[src/rtl/ptpc_pkg.sv]
// Package: register map, field layout and constants of the periodic timer block
package ptpc_pkg;
  localparam int          CNT_W          = 10;
  localparam logic [11:0] ADDR_CTRL      = 12'h000;
  localparam logic [11:0] ADDR_CMPA      = 12'h004;
  localparam logic [11:0] ADDR_CAPB      = 12'h008;
  localparam logic [11:0] ADDR_PERIOD    = 12'h00C;
  localparam logic [11:0] ADDR_COUNT     = 12'h010;
  localparam logic [11:0] ADDR_STATUS    = 12'h014;
  localparam logic [11:0] ADDR_INSRC     = 12'h018;
  // Control register fields
  localparam int          F_RUN          = 0;
  localparam int          F_MODE_LO      = 1;
  localparam int          F_PIN_LO       = 3;
  localparam int          F_CLRSRC       = 5;
  localparam int          F_INIT_LVL     = 6;
  localparam int          F_POL_INV      = 7;
  localparam int          F_CAPSRC       = 8;
  localparam int          F_CAPCLR_LO    = 9;
  // Input source select: bits 7:6 pick the capture input
  localparam int          F_INSRC_LO     = 6;
  localparam logic [1:0]  INSRC_PIN      = 2'h0;
  // Status fields, flags A and P write one to clear
  localparam int          F_FLAG_A       = 0;
  localparam int          F_FLAG_P       = 1;
  localparam int          F_FLAG_LVL     = 2;
  localparam logic [1:0]  MODE_CMP       = 2'h0;
  localparam logic [1:0]  MODE_CAPTURE   = 2'h1;
  localparam logic [1:0]  MODE_PWM       = 2'h2;
  localparam logic [1:0]  PIN_NONE       = 2'h0;
  localparam logic [1:0]  PIN_LOW        = 2'h1;
  localparam logic [1:0]  PIN_HIGH       = 2'h2;
  localparam logic [1:0]  PIN_ACTIVE     = 2'h3;
  localparam logic [1:0]  EDGE_RISE      = 2'h0;
  localparam logic [1:0]  EDGE_FALL      = 2'h1;
  localparam logic [1:0]  EDGE_BOTH      = 2'h2;
  localparam logic [1:0]  EDGE_OFF       = 2'h3;
  localparam logic [1:0]  CCLR_RISE      = 2'h1;
  localparam logic [1:0]  CCLR_FALL      = 2'h2;
  localparam logic [1:0]  CCLR_BOTH      = 2'h3;
  localparam logic [1:0]  HTRANS_NONSEQ  = 2'h2;
  localparam logic [31:0] CTRL_RESET     = 32'h0000_0000;
  localparam int          TCLK_DIV_DFLT  = 4;
endpackage

[src/rtl/ptpc_edge.sv]
// Edge detector with registered previous level, qualified by the timer tick
`timescale 1ns/1ns
module ptpc_edge (
  input  wire logic i_clk,   // System clock
  input  wire logic i_rst_b, // Async reset, active low
  input  wire logic i_tick,  // Timer clock enable
  input  wire logic i_lvl,   // Level to watch
  output logic      o_rise,  // Rising edge, one tick
  output logic      o_fall,  // Falling edge, one tick
  output logic      o_lvl    // Level as sampled at last tick
);
  logic prev_r;

  // Sampled only on ticks, so pulses under one tick may be missed
  always_ff @(posedge i_clk or negedge i_rst_b) begin
    if (!i_rst_b) begin
      prev_r <= 1'b0;
    end else if (i_tick) begin
      prev_r <= i_lvl;
    end
  end

  assign o_rise = i_tick & i_lvl & ~prev_r;
  assign o_fall = i_tick & ~i_lvl & prev_r;
  assign o_lvl  = prev_r;
endmodule // ptpc_edge

[src/rtl/ptpc_timer.sv]
// Periodic timer: PWM, single pulse and capture modes behind an AHB-Lite slave
// What this block does
// - PWM period is period value, zero gives 1024
// - Duty at or above period gives full duty
// - PWM counting runs while pin action 00/01/10
// - PWM ignores clear source select bit
// - Run bit rise starts count and pulse
// - Trigger pin rising edge sets run bit in single pulse
// - Compare A match ends pulse, clears run
// - Single pulse counter zeroes only on start
// - Single pulse ignores period and clear select
// - Mode 01 is capture, source bit picks pin
// - Input select bits 7:6 pick capture signal
// - Pin action picks edge, 11 disables capture
// - Capture edge stores count, raises interrupt
// - Capture counter runs until run bit falls
// - Period match clears counter, raises interrupt
// - Capture clear select adds edge clears
// - Pulses under one tick may be missed
// - Flag A set, level flag half tick later
// - Capture latency under one and half ticks
// - Mode 10 is PWM, initial level, pin action
// - Polarity invert bit reverses PWM output
`timescale 1ns/1ns
module ptpc_timer
  import ptpc_pkg::*;
#(
  parameter int TCLK_DIV = TCLK_DIV_DFLT
) (
  input  wire logic        I_CLK_SYS,    // System clock, 100 MHz
  input  wire logic        I_RST_B,      // Async reset, active low
  input  wire logic        I_HSEL,       // AHB slave select
  input  wire logic [31:0] I_HADDR,      // AHB address
  input  wire logic [1:0]  I_HTRANS,     // AHB transfer type
  input  wire logic        I_HWRITE,     // AHB write
  input  wire logic [2:0]  I_HSIZE,      // AHB size
  input  wire logic [31:0] I_HWDATA,     // AHB write data
  input  wire logic        I_HREADY,     // AHB bus ready
  output logic      [31:0] O_HRDATA,     // AHB read data
  output logic             O_HREADYOUT,  // AHB slave ready
  output logic             O_HRESP,      // AHB response, always OKAY
  input  wire logic        I_EXT_TRIG,   // External trigger pin, also capture input
  input  wire logic        I_CAP_PIN,    // External capture pin
  input  wire logic        I_CMP_CAP,    // Internal comparator capture signal
  output logic             O_TMR_OUT,    // Timer output pin
  output logic             O_TMR_EVENT   // Timer interrupt request pulse
);
  // Timer clock enable from divider
  logic [15:0] div_r;
  logic        tick;
  assign tick = (div_r == 16'(TCLK_DIV - 1));
  always_ff @(posedge I_CLK_SYS or negedge I_RST_B) begin
    if (!I_RST_B) begin
      div_r <= 16'h0000;
    end else if (tick) begin
      div_r <= 16'h0000;
    end else begin
      div_r <= div_r + 16'h0001;
    end
  end

  // Registers
  logic [31:0]      ctrl_r;
  logic [CNT_W-1:0] cmpa_r;
  logic [CNT_W-1:0] capb_r;
  logic [CNT_W-1:0] period_r;
  logic [CNT_W-1:0] cnt_r;
  logic [1:0]       insrc_r;
  logic [2:0]       stat_r;
  logic             run_r;

  logic [1:0] mode;
  logic [1:0] pin_act;
  logic [1:0] cap_clr;
  assign mode    = ctrl_r[F_MODE_LO +: 2];
  assign pin_act = ctrl_r[F_PIN_LO +: 2];
  assign cap_clr = ctrl_r[F_CAPCLR_LO +: 2];

  // AHB address phase capture
  logic        wr_pend_r;
  logic [11:0] addr_r;
  logic        rd_go;
  logic        wr_go;
  assign rd_go = I_HSEL & I_HREADY & (I_HTRANS == HTRANS_NONSEQ) & ~I_HWRITE;
  assign wr_go = I_HSEL & I_HREADY & (I_HTRANS == HTRANS_NONSEQ) & I_HWRITE;
  assign O_HREADYOUT = 1'b1;
  assign O_HRESP     = 1'b0;

  always_ff @(posedge I_CLK_SYS or negedge I_RST_B) begin
    if (!I_RST_B) begin
      wr_pend_r <= 1'b0;
      addr_r    <= 12'h000;
    end else begin
      wr_pend_r <= wr_go;
      if (rd_go | wr_go) begin
        addr_r <= I_HADDR[11:0];
      end
    end
  end

  function automatic logic wr_hit(input logic [11:0] a);
    return wr_pend_r && (addr_r == a);
  endfunction

  // Pin edge detection on timer ticks
  logic cap_sig;
  logic cap_in;
  logic trig_rise;
  logic cap_rise;
  logic cap_fall;
  logic cap_lvl;
  assign cap_sig = (insrc_r == INSRC_PIN) ? I_CAP_PIN : I_CMP_CAP;
  assign cap_in  = ctrl_r[F_CAPSRC] ? cap_sig : I_EXT_TRIG;

  ptpc_edge u_trig (
    .i_clk   (I_CLK_SYS),
    .i_rst_b (I_RST_B),
    .i_tick  (tick),
    .i_lvl   (I_EXT_TRIG),
    .o_rise  (trig_rise),
    .o_fall  (),
    .o_lvl   ()
  );

  // Sampled at ticks: short pulses can be lost
  ptpc_edge u_cap (
    .i_clk   (I_CLK_SYS),
    .i_rst_b (I_RST_B),
    .i_tick  (tick),
    .i_lvl   (cap_in),
    .o_rise  (cap_rise),
    .o_fall  (cap_fall),
    .o_lvl   (cap_lvl)
  );

  // Mode decode
  logic is_pwm;
  logic is_pulse;
  logic is_cap;
  assign is_pwm   = (mode == MODE_PWM) && (pin_act != PIN_ACTIVE);
  assign is_pulse = (mode == MODE_PWM) && (pin_act == PIN_ACTIVE);
  assign is_cap   = (mode == MODE_CAPTURE);

  // Counter compare
  logic [CNT_W:0] period_len;
  logic           prd_match;
  logic           a_match;
  assign period_len = (period_r == '0) ? (CNT_W+1)'(1 << CNT_W)
                                       : {1'b0, period_r};
  assign prd_match  = run_r && tick && ({1'b0, cnt_r} == period_len - 1'b1);
  assign a_match    = run_r && tick && (cnt_r == cmpa_r - 1'b1) && (cmpa_r != '0);

  // Capture events
  logic cap_evt;
  logic cap_to_b;
  logic cap_clr_evt;
  always_comb begin
    case (pin_act)
      EDGE_RISE: cap_evt = cap_rise;
      EDGE_FALL: cap_evt = cap_fall;
      EDGE_BOTH: cap_evt = cap_rise | cap_fall;
      default:   cap_evt = 1'b0;
    endcase
    cap_evt = cap_evt & is_cap & run_r;
    case (cap_clr)
      CCLR_RISE: cap_clr_evt = cap_rise;
      CCLR_FALL: cap_clr_evt = cap_fall;
      CCLR_BOTH: cap_clr_evt = cap_rise | cap_fall;
      default:   cap_clr_evt = 1'b0;
    endcase
    cap_clr_evt = cap_clr_evt & is_cap & run_r;
    // Falling edge capture lands in B whenever edge clears are active
    cap_to_b = (cap_clr != '0) && cap_fall && (pin_act != EDGE_RISE);
  end

  // Run bit: software write, trigger start, compare A stop
  logic run_wr;
  logic run_rise;
  logic pulse_end;
  assign run_wr    = wr_hit(ADDR_CTRL);
  assign pulse_end = is_pulse && a_match;
  always_ff @(posedge I_CLK_SYS or negedge I_RST_B) begin
    if (!I_RST_B) begin
      run_r <= 1'b0;
    end else if (is_pulse && trig_rise && !run_r) begin
      run_r <= 1'b1;
    end else if (pulse_end) begin
      run_r <= 1'b0;
    end else if (run_wr) begin
      run_r <= I_HWDATA[F_RUN];
    end
  end

  logic run_d_r;
  always_ff @(posedge I_CLK_SYS or negedge I_RST_B) begin
    if (!I_RST_B) begin
      run_d_r <= 1'b0;
    end else begin
      run_d_r <= run_r;
    end
  end
  assign run_rise = run_r & ~run_d_r;

  // Counter
  always_ff @(posedge I_CLK_SYS or negedge I_RST_B) begin
    if (!I_RST_B) begin
      cnt_r <= '0;
    end else if (run_rise) begin
      cnt_r <= '0;
    end else if (run_r && tick) begin
      if (is_pulse) begin
        cnt_r <= cnt_r + 1'b1;
      end else if (prd_match || cap_clr_evt) begin
        cnt_r <= '0;
      end else begin
        cnt_r <= cnt_r + 1'b1;
      end
    end
  end

  // Control, period, input select
  always_ff @(posedge I_CLK_SYS or negedge I_RST_B) begin
    if (!I_RST_B) begin
      ctrl_r   <= CTRL_RESET;
      period_r <= '0;
      insrc_r  <= INSRC_PIN;
    end else begin
      if (run_wr) begin
        ctrl_r <= I_HWDATA;
      end
      if (wr_hit(ADDR_PERIOD)) begin
        period_r <= I_HWDATA[CNT_W-1:0];
      end
      if (wr_hit(ADDR_INSRC)) begin
        insrc_r <= I_HWDATA[F_INSRC_LO +: 2];
      end
    end
  end

  // Compare A / capture B; capture wins over a same-cycle write
  always_ff @(posedge I_CLK_SYS or negedge I_RST_B) begin
    if (!I_RST_B) begin
      cmpa_r <= '0;
      capb_r <= '0;
    end else begin
      if (cap_evt && !cap_to_b) begin
        cmpa_r <= cnt_r;
      end else if (wr_hit(ADDR_CMPA)) begin
        cmpa_r <= I_HWDATA[CNT_W-1:0];
      end
      if (cap_evt && cap_to_b) begin
        capb_r <= cnt_r;
      end else if (wr_hit(ADDR_CAPB)) begin
        capb_r <= I_HWDATA[CNT_W-1:0];
      end
    end
  end

  // Flags: hardware set wins over write-one-clear
  logic set_a;
  logic set_p;
  logic lvl_pend_r;
  logic half_r;
  logic [2:0] clr_mask;
  // Capture mode reuses A as a capture register, so its match is no event
  assign set_a    = (a_match && !is_cap) || cap_evt;
  assign set_p    = prd_match && !is_pulse;
  assign clr_mask = wr_hit(ADDR_STATUS) ? I_HWDATA[2:0] : 3'h0;
  // Level flag follows half a tick period after the latch
  assign half_r   = (div_r == 16'(TCLK_DIV / 2 - 1));
  always_ff @(posedge I_CLK_SYS or negedge I_RST_B) begin
    if (!I_RST_B) begin
      stat_r     <= 3'h0;
      lvl_pend_r <= 1'b0;
    end else begin
      stat_r[F_FLAG_A] <= set_a | (stat_r[F_FLAG_A] & ~clr_mask[F_FLAG_A]);
      stat_r[F_FLAG_P] <= set_p | (stat_r[F_FLAG_P] & ~clr_mask[F_FLAG_P]);
      if (cap_evt) begin
        lvl_pend_r <= 1'b1;
      end else if (lvl_pend_r && half_r) begin
        lvl_pend_r       <= 1'b0;
        stat_r[F_FLAG_LVL] <= cap_lvl;
      end
    end
  end

  // Interrupt pulse
  always_ff @(posedge I_CLK_SYS or negedge I_RST_B) begin
    if (!I_RST_B) begin
      O_TMR_EVENT <= 1'b0;
    end else begin
      O_TMR_EVENT <= set_a | set_p;
    end
  end

  // Output pin
  logic pwm_act;
  logic out_nxt;
  // Internal waveform keeps running regardless of pin action
  assign pwm_act = run_r && (({1'b0, cmpa_r} >= period_len) ||
                             (cnt_r < cmpa_r));
  always_comb begin
    out_nxt = ctrl_r[F_INIT_LVL];
    if (is_pulse) begin
      out_nxt = run_r ? ~ctrl_r[F_INIT_LVL] : ctrl_r[F_INIT_LVL];
    end else if (mode == MODE_PWM) begin
      case (pin_act)
        PIN_NONE: out_nxt = 1'b0;
        PIN_LOW:  out_nxt = 1'b1;
        PIN_HIGH: out_nxt = pwm_act ? ctrl_r[F_INIT_LVL] : ~ctrl_r[F_INIT_LVL];
        default:  out_nxt = ctrl_r[F_INIT_LVL];
      endcase
    end
    out_nxt = out_nxt ^ ctrl_r[F_POL_INV];
  end
  always_ff @(posedge I_CLK_SYS or negedge I_RST_B) begin
    if (!I_RST_B) begin
      O_TMR_OUT <= 1'b0;
    end else begin
      O_TMR_OUT <= out_nxt;
    end
  end

  // Read data, registered at end of address phase
  always_ff @(posedge I_CLK_SYS or negedge I_RST_B) begin
    if (!I_RST_B) begin
      O_HRDATA <= 32'h0000_0000;
    end else if (rd_go) begin
      case (I_HADDR[11:0])
        ADDR_CTRL:   O_HRDATA <= {ctrl_r[31:1], run_r};
        ADDR_CMPA:   O_HRDATA <= 32'(cmpa_r);
        ADDR_CAPB:   O_HRDATA <= 32'(capb_r);
        ADDR_PERIOD: O_HRDATA <= 32'(period_r);
        ADDR_COUNT:  O_HRDATA <= 32'(cnt_r);
        ADDR_STATUS: O_HRDATA <= 32'(stat_r);
        ADDR_INSRC:  O_HRDATA <= 32'({insrc_r, 6'h00});
        default:     O_HRDATA <= 32'h0000_0000;
      endcase
    end
  end
endmodule // ptpc_timer

[config.mk]
export PLATFORM = sky130hd
export DESIGN_NAME = ptpc_timer
export DESIGN_NICKNAME = d
export VERILOG_FILES = /design/src/rtl/ptpc_pkg.sv /design/src/rtl/ptpc_edge.sv /design/src/rtl/ptpc_timer.sv
export SDC_FILE = /design/constraint.sdc
export NUM_CORES = 1
export LEC_CHECK = 0
export BUFFER_PORTS_ARGS = -buffer_cell sky130_fd_sc_hd__buf_2
export CAP_MARGIN = 40
export CORE_AREA = 3 3 119 121
export CTS_CLUSTER_SIZE = 30
export DETAILED_ROUTE_END_ITERATION = 7
export DIE_AREA = 0 0 122 124
export PLACE_DENSITY = 0.8
export RECOVER_POWER = 100
export SLEW_MARGIN = 20
export SYNTH_ARGS = -nofsm -noshare
export SYNTH_HDL_FRONTEND = slang
export SYNTH_HIERARCHICAL = 1
export SYNTH_SLANG_ARGS = --single-unit
[constraint.sdc]
create_clock -name I_CLK_SYS -period 8.91 [get_ports I_CLK_SYS]
set_input_delay 1.782 -clock I_CLK_SYS [delete_from_list [all_inputs] [get_ports I_CLK_SYS]]
set_output_delay 1.782 -clock I_CLK_SYS [all_outputs]
set_load 0.03 [all_outputs]
==> run summary, run 1 <==
====================================================================================
Weighted congestion at the end of routability-driven global placement          0.952
DRC viols                                                                          0
Synthesized area per cell                                                   9.84 um2
Core Box Area                                                              13200 um2
Detailed-route via count                                                        6642
Root cell of the clock tree                                             sky130_fd_sc_hd__clkbuf_16
Count of input and output buffers                                                 87
Wire length of the first global-routing pass                                33900 um
Leading cell type in the layout, fill and taps excluded                 sky130_fd_sc_hd__dfrtp_1
Clock Sinks                                                                      144
Die Span X                                                                    122 um
CTS H-tree lvls                                                                    4
Vias in the first global route                                                  6865
Setup slack, reg-to-reg                                                      4.04 ns
Clk Latency, worst-skew pair                                                 0.43 ns
Largest net degree at the start of global routing                                 74
Relative max-transition margin                                                 -1.55
Global-route usage over all layers                                             0.288
Final count of hold timing violations                                              0
Largest fanout on the critical path                                               73
Type of the worst setup path                                            input port to asynchronous set/reset pin
Area growth, synth to finish                                                   14.1%
Worst Setup End Kind                                                    asynchronous set/reset pin
Total routed wirelength                                                     20700 um
Share of post-route cells with drive strength above 1                          0.177
Initial DRC Count                                                                470
Cell count of the worst hold path                                                  1
CTS-repair resized insts                                                           0
Total congestion overflow                                                          0
Post-CTS Hold Buffers                                                              0
Share of the clock period used by the worst path                               0.554
YS warnings                                                                        6
WL per Instance                                                              19.5 um
Worst ir drop on vdd                                                          146 uV
Clock-pin slew on the worst setup and hold paths                             0.06 ns
Post-CTS Setup Bufs                                                                0
Total nets after synthesis                                                       903
Synthesized netlist cell count                                                   799
Die boundary height                                                           124 um
Crit path DAT                                                                5.55 ns
Inserted Diodes                                                                    0
Transition time at the pin with the least slew margin                        3.83 ns
Startpoint of the most critical register-to-register path                   div_r[0]
Placed cell count                                                               1031
CTS Buf Count                                                                     17
Type of element launching the critical path                               input port
Starting density of the core                                                   0.596
Max clock buf depth                                                                2
Initial antenna violation count                                                    0
Net count, final                                                                 980
Detailed-routing iteration count for the pre-antenna-repair pass                   5
Post-place setup slack                                                       4.53 ns
Die outline area                                                           15100 um2
Total power                                                                  1830 uW
Cell depth of the worst flop-to-flop path                                          7
Fmax                                                                         203 MHz
Smallest setup slack after layout                                            3.97 ns
Setup TNS                                                                       0 ns
Max-slew violations                                                              120
Setup Skew                                                                0.00799 ns
Result of the run                                                       complete, but fails checks
Detail Route Antenna Nets                                                          0
Static power due to leakage                                               0.00420 uW
Vias per cell                                                                   6.24
Boundary Pins                                                                    113
Final Critical Period                                                        4.94 ns
Non-filler instance count after layout                                          1065
Synthesized area                                                            7860 um2
Final design utilization                                                       0.680
Worst hold-check path type                                              register to register
Endpoint, Worst Hold                                                     O_HRDATA[8]
Setup violation total in the final timing report                                   0
Max-Cap Viols                                                                      4
Worst reg2reg path endpoint                                                    run_r
Hold Startpoint                                                          O_HRDATA[8]
Failing checks                                                          capacitance limit, slew limit
Clock tree from TritonCTS                                                       done
CP Data Required Time                                                        9.52 ns
Number of rows in the core area                                                   42
Top library cells by usage in the layout, fill and taps aside           144 x sky130_fd_sc_hd__dfrtp_1, 112 x sky130_fd_sc_hd__nand2_1, 68 x sky130_fd_sc_hd__o21ai_0
Setup repair after global routing missed its margin                               no
Pwr/cell area                                                             204 nW/um2
HPWL after detailed placement                                               14900 um
====================================================================================
==> cell type report <==
| class | instances | area [um2] |
|---|---|---|
| clock buffers | 21 | 470 |
| clock inverters | 11 | 126 |
| fillers | 1024 | 4220 |
| inverters | 28 | 105 |
| multi-input cells | 585 | 3950 |
| flip-flops and latches | 144 | 3600 |
| well taps | 176 | 220 |
| repair buffers | 100 | 494 |
==> metal layers <==
layer	part of all wire	up-vias	global-route usage
met5	0	-	0
met4	0.046	0	0.173
met3	0.090	78	0.0767
met2	0.48	345	0.471
met1	0.39	3201	0.342
li1	-	3018	-
==> registers in the layout (all words and copies together), names as in the netlist, 2 cells and up <==
register  cells
cmpa_r       10
period_r     10
insrc_r       2
addr_r       12
capb_r       10
stat_r        3
div_r        16
ctrl_r       31
cnt_r        10
O_HRDATA     32
==> worst max path at each step <==
stage / from / endpoint / cells after the start
after global routing: I_RST_B / cmpa_r[0] / 3
after global placement: I_CAP_PIN / cmpa_r[0] / 10
after floorplan: I_HADDR[9] / O_HRDATA[0] / 6
after detailed placement: I_CAP_PIN / cmpa_r[0] / 10
final: I_RST_B / div_r[10] / 3
after CTS: I_CAP_PIN / cmpa_r[0] / 10
==> metrics by stage <==
| stage | hold WS [ns] | instance area (um2) |
|---|---|---|
| floorplan | 0.352 | 7860 |
| global placement | 0.451 | 8400 |
| detailed placement | 0.464 | 8460 |
| CTS | 0.478 | 9060 |
| global route | 0.497 | 8970 |
| finish | 0.480 | 8970 |
==> where the power goes <==
part / leakage [uW] / total, uW / switching (uW) / internal [uW]
Sequential: 0.00185 / 831 / 125 / 706
Clock: 0.000295 / 715 / 278 / 437
Combinational: 0.00206 / 287 / 148 / 140
Total: 0.00420 / 1830 / 551 / 1280
==> critical path, cell delays in order <==
cell,delay (ns)
sky130_fd_sc_hd__clkbuf_1,2.65
sky130_fd_sc_hd__buf_4,0.75
sky130_fd_sc_hd__buf_12,0.29
Power figures use the tool's default switching activity.
==> run 2: changes to the inputs <==
--- a/config.mk
+++ b/config.mk
@@ -5,13 +5,14 @@
 export SDC_FILE = /design/constraint.sdc
 export NUM_CORES = 1
 export LEC_CHECK = 0
+export ABC_AREA = 1
 export BUFFER_PORTS_ARGS = -buffer_cell sky130_fd_sc_hd__buf_2
 export CAP_MARGIN = 40
-export CORE_AREA = 3 3 119 121
+export CORE_AREA = 3 3 121 123
 export CTS_CLUSTER_SIZE = 30
 export DETAILED_ROUTE_END_ITERATION = 7
-export DIE_AREA = 0 0 122 124
-export PLACE_DENSITY = 0.8
+export DIE_AREA = 0 0 124 126
+export PLACE_DENSITY = 0.77
 export RECOVER_POWER = 100
 export SLEW_MARGIN = 20
 export SYNTH_ARGS = -nofsm -noshare
==> constraint.sdc (replaced) <==
create_clock -name I_CLK_SYS -period 4.74 [get_ports I_CLK_SYS]
set_input_delay 0.948 -clock I_CLK_SYS [delete_from_list [all_inputs] [get_ports I_CLK_SYS]]
set_output_delay 0.948 -clock I_CLK_SYS [all_outputs]
set_load 0.03 [all_outputs]
==> run 2 against run 1 <==
The flow still finishes with violations (capacitance limit, slew limit). Synthesized cell count grew 23%. Via count grew 4.0%. Critical path depth grew 13. Core utilization shrank 3.4 points. Sequential power grew 59%. First-iteration DRC count grew 50%. Clock power grew 87%. Total power grew 58%. Clock-buffer cell count is the same. Sequential share of layout area grew 0.34 points. Flip-flop and latch count is the same. Wire length shrank 3.6%. Critical path type is now register to register. Critical endpoint is now capb_r[9]. Largest power group is now clock.
==> run summary, run 2 <==
====================================================================================
Result of the run                                                       complete, but fails checks   unchanged
Failing checks                                                          capacitance limit, slew limit   unchanged
CTS-repair resized insts                                                           0   unchanged
Starting density of the core                                                   0.569   was 0.596
Die Span X                                                                    124 um   was 122 um
Wire length on met2                                                          9030 um   was 9860 um
Top library cells by usage in the layout, fill and taps aside           184 x sky130_fd_sc_hd__nand2_1, 144 x sky130_fd_sc_hd__dfrtp_1, 139 x sky130_fd_sc_hd__inv_1   was 144 x sky130_fd_sc_hd__dfrtp_1, 112 x sky130_fd_sc_hd__nand2_1, 68 x sky130_fd_sc_hd__o21ai_0
Inserted Diodes                                                                    0   unchanged
Boundary Pins                                                                    113   unchanged
Type of the worst setup path                                            register to register   was input port to asynchronous set/reset pin
Detail Route Antenna Nets                                                          0   unchanged
Area growth, synth to finish                                                   13.4%   was 14.1%
Leading cell type in the layout, fill and taps excluded                 sky130_fd_sc_hd__nand2_1   was sky130_fd_sc_hd__dfrtp_1
Detailed-route via count                                                        6910   was 6642
Non-filler instance count after layout                                          1256   was 1065
Relative max-transition margin                                                -0.395   was -1.55
Initial antenna violation count                                                    0   unchanged
Clock Sinks                                                                      144   unchanged
Total nets after synthesis                                                      1087   was 903
Design Area, Final                                                          8890 um2   was 8970 um2
Total routed wirelength                                                     20000 um   was 20700 um
Flip-flop count of the largest register, all copies and words added               32   unchanged
Reg with most FFs                                                           O_HRDATA   unchanged
Clock tree from TritonCTS                                                       done   unchanged
DRC viols                                                                          0   unchanged
Largest registers in the final layout                                   O_HRDATA: 32 flops, ctrl_r: 31 flops, div_r: 16 flops   unchanged
Largest fanout on the critical path                                               20   was 73
Share of post-route cells with drive strength above 1                         0.0929   was 0.177
Pwr/cell area                                                             325 nW/um2   was 204 nW/um2
Die outline area                                                           15600 um2   was 15100 um2
Vias per cell                                                                   5.50   was 6.24
Hold Startpoint                                                         u_trig/o_lvl   was O_HRDATA[8]
Crit path DAT                                                                4.34 ns   was 5.55 ns
Detailed-routing iteration count for the pre-antenna-repair pass                   6   was 5
Worst Setup End Kind                                                        register   was asynchronous set/reset pin
Type of element launching the critical path                                 register   was input port
Largest net degree at the start of global routing                                 60   was 74
Wire length of the first global-routing pass                                31600 um   was 33900 um
Cell depth of the worst flop-to-flop path                                         16   was 7
CTS H-tree lvls                                                                    4   unchanged
YS warnings                                                                        6   unchanged
Transition time at the pin with the least slew margin                        2.09 ns   was 3.83 ns
Amount of wire on met3 after detailed routing                                1670 um   was 1870 um
Clock-pin slew on the worst setup and hold paths                             0.06 ns   about the same
Weighted congestion at the end of routability-driven global placement          0.976   was 0.952
WL per Instance                                                              15.9 um   was 19.5 um
Initial DRC Count                                                                703   was 470
Core Box Area                                                              13800 um2   was 13200 um2
Final count of hold timing violations                                              0   unchanged
Final Critical Period                                                        4.01 ns
Synthesized netlist cell count                                                   983   was 799
Worst reg2reg path endpoint                                                capb_r[9]   was run_r
Max-Cap Viols                                                                      2   was 4
Worst hold-check path type                                              register to register   unchanged
Total congestion overflow                                                          0   unchanged
CTS Buf Count                                                                     17   unchanged
Worst ir drop on vdd                                                          259 uV   was 146 uV
Net count, final                                                                1168   was 980
Fmax                                                                         249 MHz
Startpoint of the most critical register-to-register path                   div_r[0]   unchanged
Setup Skew                                                                0.00744 ns   was 0.00799 ns
Post-CTS Setup Bufs                                                                0   unchanged
Static power due to leakage                                               0.00446 uW   was 0.00420 uW
Setup violation total in the final timing report                                   0   unchanged
Placed inst area                                                            8500 um2   was 8460 um2
Endpoint, Worst Hold                                                    u_trig/o_lvl   was O_HRDATA[8]
Root cell of the clock tree                                             sky130_fd_sc_hd__clkbuf_16   unchanged
Setup slack, reg-to-reg                                                      0.73 ns   was 4.04 ns
Global-route usage over all layers                                             0.260   was 0.288
Die boundary height                                                           126 um   was 124 um
Placed cell count                                                               1225   was 1031
Share of the clock period used by the worst path                               0.847
CP Data Required Time                                                        5.07 ns   was 9.52 ns
Count of input and output buffers                                                 87   unchanged
HPWL after detailed placement                                               14500 um   was 14900 um
Setup TNS                                                                       0 ns   unchanged
Max-slew violations                                                               46   was 120
Clk Latency, worst-skew pair                                                 0.43 ns   about the same
Highest metal layer used by the detailed router                                 met4   unchanged
Met1 wire length                                                             8810 um   was 8070 um
Cell count of the worst hold path                                                  2   was 1
Setup repair after global routing missed its margin                               no   unchanged
Synthesized area per cell                                                   7.98 um2   was 9.84 um2
Vias in the first global route                                                  6341   was 6865
Max clock buf depth                                                                2   unchanged
Post-CTS Hold Buffers                                                              0   unchanged
Number of rows in the core area                                                   43   was 42
Synthesized area                                                            7840 um2   was 7860 um2
====================================================================================
==> run 2: power breakdown <==
| part | switching (uW) | leakage [uW] | internal (uW) |
|---|---|---|---|
| Clock | 517 | 0.000291 | 824 |
| Sequential | 39.3 | 0.00178 | 1280 |
| Combinational | 155 | 0.00239 | 76.0 |
| Total | 711 | 0.00446 | 2180 |
==> run 2: critical path, cell delays in order, from the launching register on <==
cell and delay [ns]:
sky130_fd_sc_hd__dfrtp_1 0.39, sky130_fd_sc_hd__ha_1 0.19, sky130_fd_sc_hd__clkinv_1 0.08, sky130_fd_sc_hd__nor3_1 0.18, sky130_fd_sc_hd__nand2_1 0.20, sky130_fd_sc_hd__inv_1 0.28, sky130_fd_sc_hd__nand2_1 0.08, sky130_fd_sc_hd__nor2_1 0.14
sky130_fd_sc_hd__o21ai_0 0.14, sky130_fd_sc_hd__a21oi_1 0.16, sky130_fd_sc_hd__inv_1 0.07, sky130_fd_sc_hd__nor2_1 0.10, sky130_fd_sc_hd__clkbuf_1 0.54, sky130_fd_sc_hd__inv_1 0.39, sky130_fd_sc_hd__nand2_1 0.58, sky130_fd_sc_hd__o21ai_0 0.22
sky130_fd_sc_hd__o22ai_1 0.17
==> run 2: layout make-up <==
cell class | count | area [um2]
well taps | 180 | 225
multi-input cells | 659 | 3490
clock buffers | 21 | 480
flip-flops and latches | 144 | 3600
inverters | 146 | 548
fillers | 1195 | 4880
clock inverters | 10 | 109
repair buffers | 96 | 438
==> run 2: stage by stage <==
step | hold slack, ns | power [uW] | setup WS (ns) | utilization
after CTS | 0.439 | 2900 | 1.18 | 0.660
after floorplan | 0.441 | 1470 | 2.33 | -
after detailed placement | 0.461 | 1580 | 1.26 | 0.617
final | 0.471 | 2890 | 0.725 | 0.646
after global placement | 0.457 | 1570 | 1.28 | 0.611
after global routing | 0.499 | 2990 | 0.384 | 0.646
==> run 2: worst max-delay path by stage <==
stage | from | to | slack, ns
after floorplan | I_CAP_PIN | cmpa_r[0] | 2.33
after global placement | I_CAP_PIN | cmpa_r[5] | 1.28
after detailed placement | I_CAP_PIN | cmpa_r[7] | 1.26
after CTS | div_r[0] | cmpa_r[1] | 1.18
after global routing | div_r[0] | capb_r[9] | 0.38
final | div_r[0] | capb_r[9] | 0.73
==> run 2: per-layer routing <==
metal  GRT usage  up-vias
met5           0        -
met4      0.0825        0
li1            -     3373
met2       0.403      300
met1       0.361     3200
met3      0.0638       37
==> run 3: changes to the inputs <==
==> constraint.sdc (replaced) <==
create_clock -name I_CLK_SYS -period 4.05 [get_ports I_CLK_SYS]
set_input_delay 0.81 -clock I_CLK_SYS [delete_from_list [all_inputs] [get_ports I_CLK_SYS]]
set_output_delay 0.81 -clock I_CLK_SYS [all_outputs]
set_load 0.03 [all_outputs]
==> run 3 against run 2 <==
The run still ends with capacitance limit, slew limit left. Clock skew is 0.0029 ns higher. Global-route usage is 0.28 points lower. Cell count shrank 0.24%. Worst hold slack gained 0.0074 ns. Critical path type unchanged. Largest power group is now sequential cells.
==> run summary, run 3 (same netlist as run 2, synthesis figures left out) <==
====================================================================================
Starting density of the core                                                   0.569   unchanged
Initial antenna violation count                                                    0   unchanged
Post-CTS Hold Buffers                                                              0   unchanged
Fill count                                                                      1192   was 1195
Max clock buf depth                                                                2   unchanged
Vias in the first global route                                                  6339   was 6341
Wire length of the first global-routing pass                                31300 um   was 31600 um
Detailed-routing iteration count for the pre-antenna-repair pass                   5   was 6
Clock Sinks                                                                      144   unchanged
Static power due to leakage                                               0.00446 uW   about the same
Boundary Pins                                                                    113   unchanged
Leading cell type in the layout, fill and taps excluded                 sky130_fd_sc_hd__nand2_1   unchanged
Clock-pin slew on the worst setup and hold paths                             0.05 ns   was 0.06 ns
Cell mode on critical path                                              sky130_fd_sc_hd__nand2_1
Worst ir drop on vdd                                                          280 uV   was 259 uV
CTS H-tree lvls                                                                    4   unchanged
Endpoint, Worst Hold                                                     O_HRDATA[9]   was u_trig/o_lvl
CP Data Required Time                                                        4.38 ns   was 5.07 ns
P_int                                                                        2490 uW   was 2180 uW
Net count, final                                                                1167   was 1168
Total congestion overflow                                                          0   unchanged
Pwr/cell area                                                             369 nW/um2   was 325 nW/um2
Reg with most FFs                                                           O_HRDATA   unchanged
Detail Route Antenna Nets                                                          0   unchanged
Hold Startpoint                                                          O_HRDATA[9]   was u_trig/o_lvl
Global-route usage over all layers                                             0.257   was 0.260
Area used by sequential logic in the layout                                 3600 um2   unchanged
Max-Cap Viols                                                                      3   was 2
CTS Buf Count                                                                     17   unchanged
Worst Setup End Kind                                                        register   unchanged
Die outline area                                                           15600 um2   unchanged
Final Critical Period                                                        3.61 ns   was 4.01 ns
Die Span X                                                                    124 um   unchanged
Max-slew violations                                                              130   was 46
Failing checks                                                          capacitance limit, slew limit   unchanged
CTS-repair resized insts                                                           0   unchanged
Root cell of the clock tree                                             sky130_fd_sc_hd__clkbuf_16   unchanged
Sequential power share                                                         0.473   was 0.457
WL per Instance                                                              15.6 um   was 15.9 um
Flip-flop count of the largest register, all copies and words added               32   unchanged
Top library cells by usage in the layout, fill and taps aside           185 x sky130_fd_sc_hd__nand2_1, 144 x sky130_fd_sc_hd__dfrtp_1, 139 x sky130_fd_sc_hd__inv_1   was 184 x sky130_fd_sc_hd__nand2_1, 144 x sky130_fd_sc_hd__dfrtp_1, 139 x sky130_fd_sc_hd__inv_1
Inserted Diodes                                                                    0   unchanged
Largest registers in the final layout                                   O_HRDATA: 32 flops, ctrl_r: 31 flops, div_r: 16 flops   unchanged
Fmax                                                                         277 MHz   was 249 MHz
Result of the run                                                       complete, but fails checks   unchanged
Max stage delay on crit path                                                 1.22 ns   was 0.58 ns
Relative max-transition margin                                                -0.534   was -0.395
Type of element launching the critical path                                 register   unchanged
Area taken by multi-input logic gates                                       3490 um2   about the same
Count of input and output buffers                                                 87   unchanged
Largest fanout on the critical path                                                9   was 20
Total routed wirelength                                                     19500 um   was 20000 um
Core Box Area                                                              13800 um2   unchanged
HPWL after detailed placement                                               14200 um   was 14500 um
Clock tree from TritonCTS                                                       done   unchanged
Setup TNS                                                                       0 ns   unchanged
Worst hold-check path type                                              register to register   unchanged
DRC viols                                                                          0   unchanged
Clk Latency, worst-skew pair                                                 0.43 ns   about the same
Power spent charging and discharging nets                                     791 uW   was 711 uW
Cell count of the worst hold path                                                  2   unchanged
Initial DRC Count                                                                610   was 703
Transition time at the pin with the least slew margin                        2.30 ns   was 2.09 ns
Slowest library cell on the worst path                                  sky130_fd_sc_hd__a2111oi_0   was sky130_fd_sc_hd__nand2_1
Crit path DAT                                                                3.94 ns   was 4.34 ns
Cell depth of the worst flop-to-flop path                                         12   was 16
Number of rows in the core area                                                   43   unchanged
Setup violation total in the final timing report                                   0   unchanged
Total power                                                                  3280 uW   was 2890 uW
Setup repair after global routing missed its margin                               no   unchanged
Worst-path cell chain                                                   ha_1 -> clkinv_1 -> nor3_1 -> nand2_1 -> inv_1 -> nand2_1 -> nor2_1 -> inv_1 -> o21ai_0 -> a2111oi_0 -> nand2_1 -> o21ai_0   was ha_1 -> clkinv_1 -> nor3_1 -> nand2_1 -> inv_1 -> nand2_1 -> nor2_1 -> o21ai_0 -> a21oi_1 -> inv_1 -> nor2_1 -> clkbuf_1 -> inv_1 -> nand2_1 -> o21ai_0 -> o22ai_1
Final design utilization                                                       0.644   was 0.646
Share of the clock period used by the worst path                               0.891   was 0.847
Die boundary height                                                           126 um   unchanged
Vias per cell                                                                   5.48   was 5.50
Detailed-route via count                                                        6867   was 6910
Post-CTS Setup Bufs                                                                0   unchanged
Area growth, synth to finish                                                   13.1%   was 13.4%
Worst reg2reg path endpoint                                                 cnt_r[4]   was capb_r[9]
Final count of hold timing violations                                              0   unchanged
Share of post-route cells with drive strength above 1                         0.0941   was 0.0929
Type of the worst setup path                                            register to register   unchanged
Clock Power Share                                                              0.445   was 0.463
Setup slack, reg-to-reg                                                      0.44 ns   was 0.73 ns
Setup Skew                                                                 0.0104 ns   was 0.00744 ns
Weighted congestion at the end of routability-driven global placement          0.924   was 0.976
Startpoint of the most critical register-to-register path                   div_r[0]   unchanged
Gate power share                                                               0.082   was 0.080
Largest net degree at the start of global routing                                 74   was 60
Switching share of power                                                       0.241   was 0.246
====================================================================================
## run 3: routing by layer
metal  routed length, um  global-route usage  vias up
met5                   0                   0        -
met4                 638               0.107        0
met3                1390              0.0485       51
met2                8850               0.393      259
met1                8650               0.361     3187
li1                    -                   -     3370
## run 3: power groups by stage
stage / clock [uW] / combinational [uW] / sequential (uW)
finish: 1460 / 269 / 1550
global route: 1540 / 309 / 1560
CTS: 1470 / 278 / 1550
detailed placement: 0 / 276 / 1570
global placement: 0 / 269 / 1570
floorplan: 0 / 161 / 1560
## run 3: layout make-up
type | count | share of cell area
multi-input cells | 659 | 0.394
clock buffers | 23 | 0.0550
clock inverters | 6 | 0.00663
repair buffers | 95 | 0.0511
inverters | 146 | 0.0618
flip-flops and latches | 144 | 0.406
well taps | 180 | 0.0254
## run 3: worst max path at each step
stage	start	endpoint
global placement	div_r[0]	capb_r[6]
detailed placement	div_r[0]	capb_r[7]
global route	I_HTRANS[0]	O_HRDATA[15]
finish	div_r[0]	cnt_r[4]
floorplan	div_r[0]	cmpa_r[0]
CTS	div_r[0]	capb_r[7]
## run 3: stage by stage
step	area (um2)	setup WS (ns)	std cells	hold slack [ns]
4_1_cts	9010	0.738	1253	0.424
5_1_grt	8870	0.213	1253	0.505
3_5_place_dp	8460	0.766	1224	0.460
3_3_place_gp	8440	0.842	1223	0.455
2_1_floorplan	7840	1.68	983	0.441
6_report	8870	0.440	1253	0.478
## run 3: critical path: cells and delay by family, from the launching register on
family | cells | cell delay, ns
AOI/OAI and AO/OA | 3 | 1.60
adders and majority gates | 1 | 0.23
buffers and inverters | 3 | 0.33
DFF | 1 | 0.41
and+or+nand+nor | 5 | 0.96
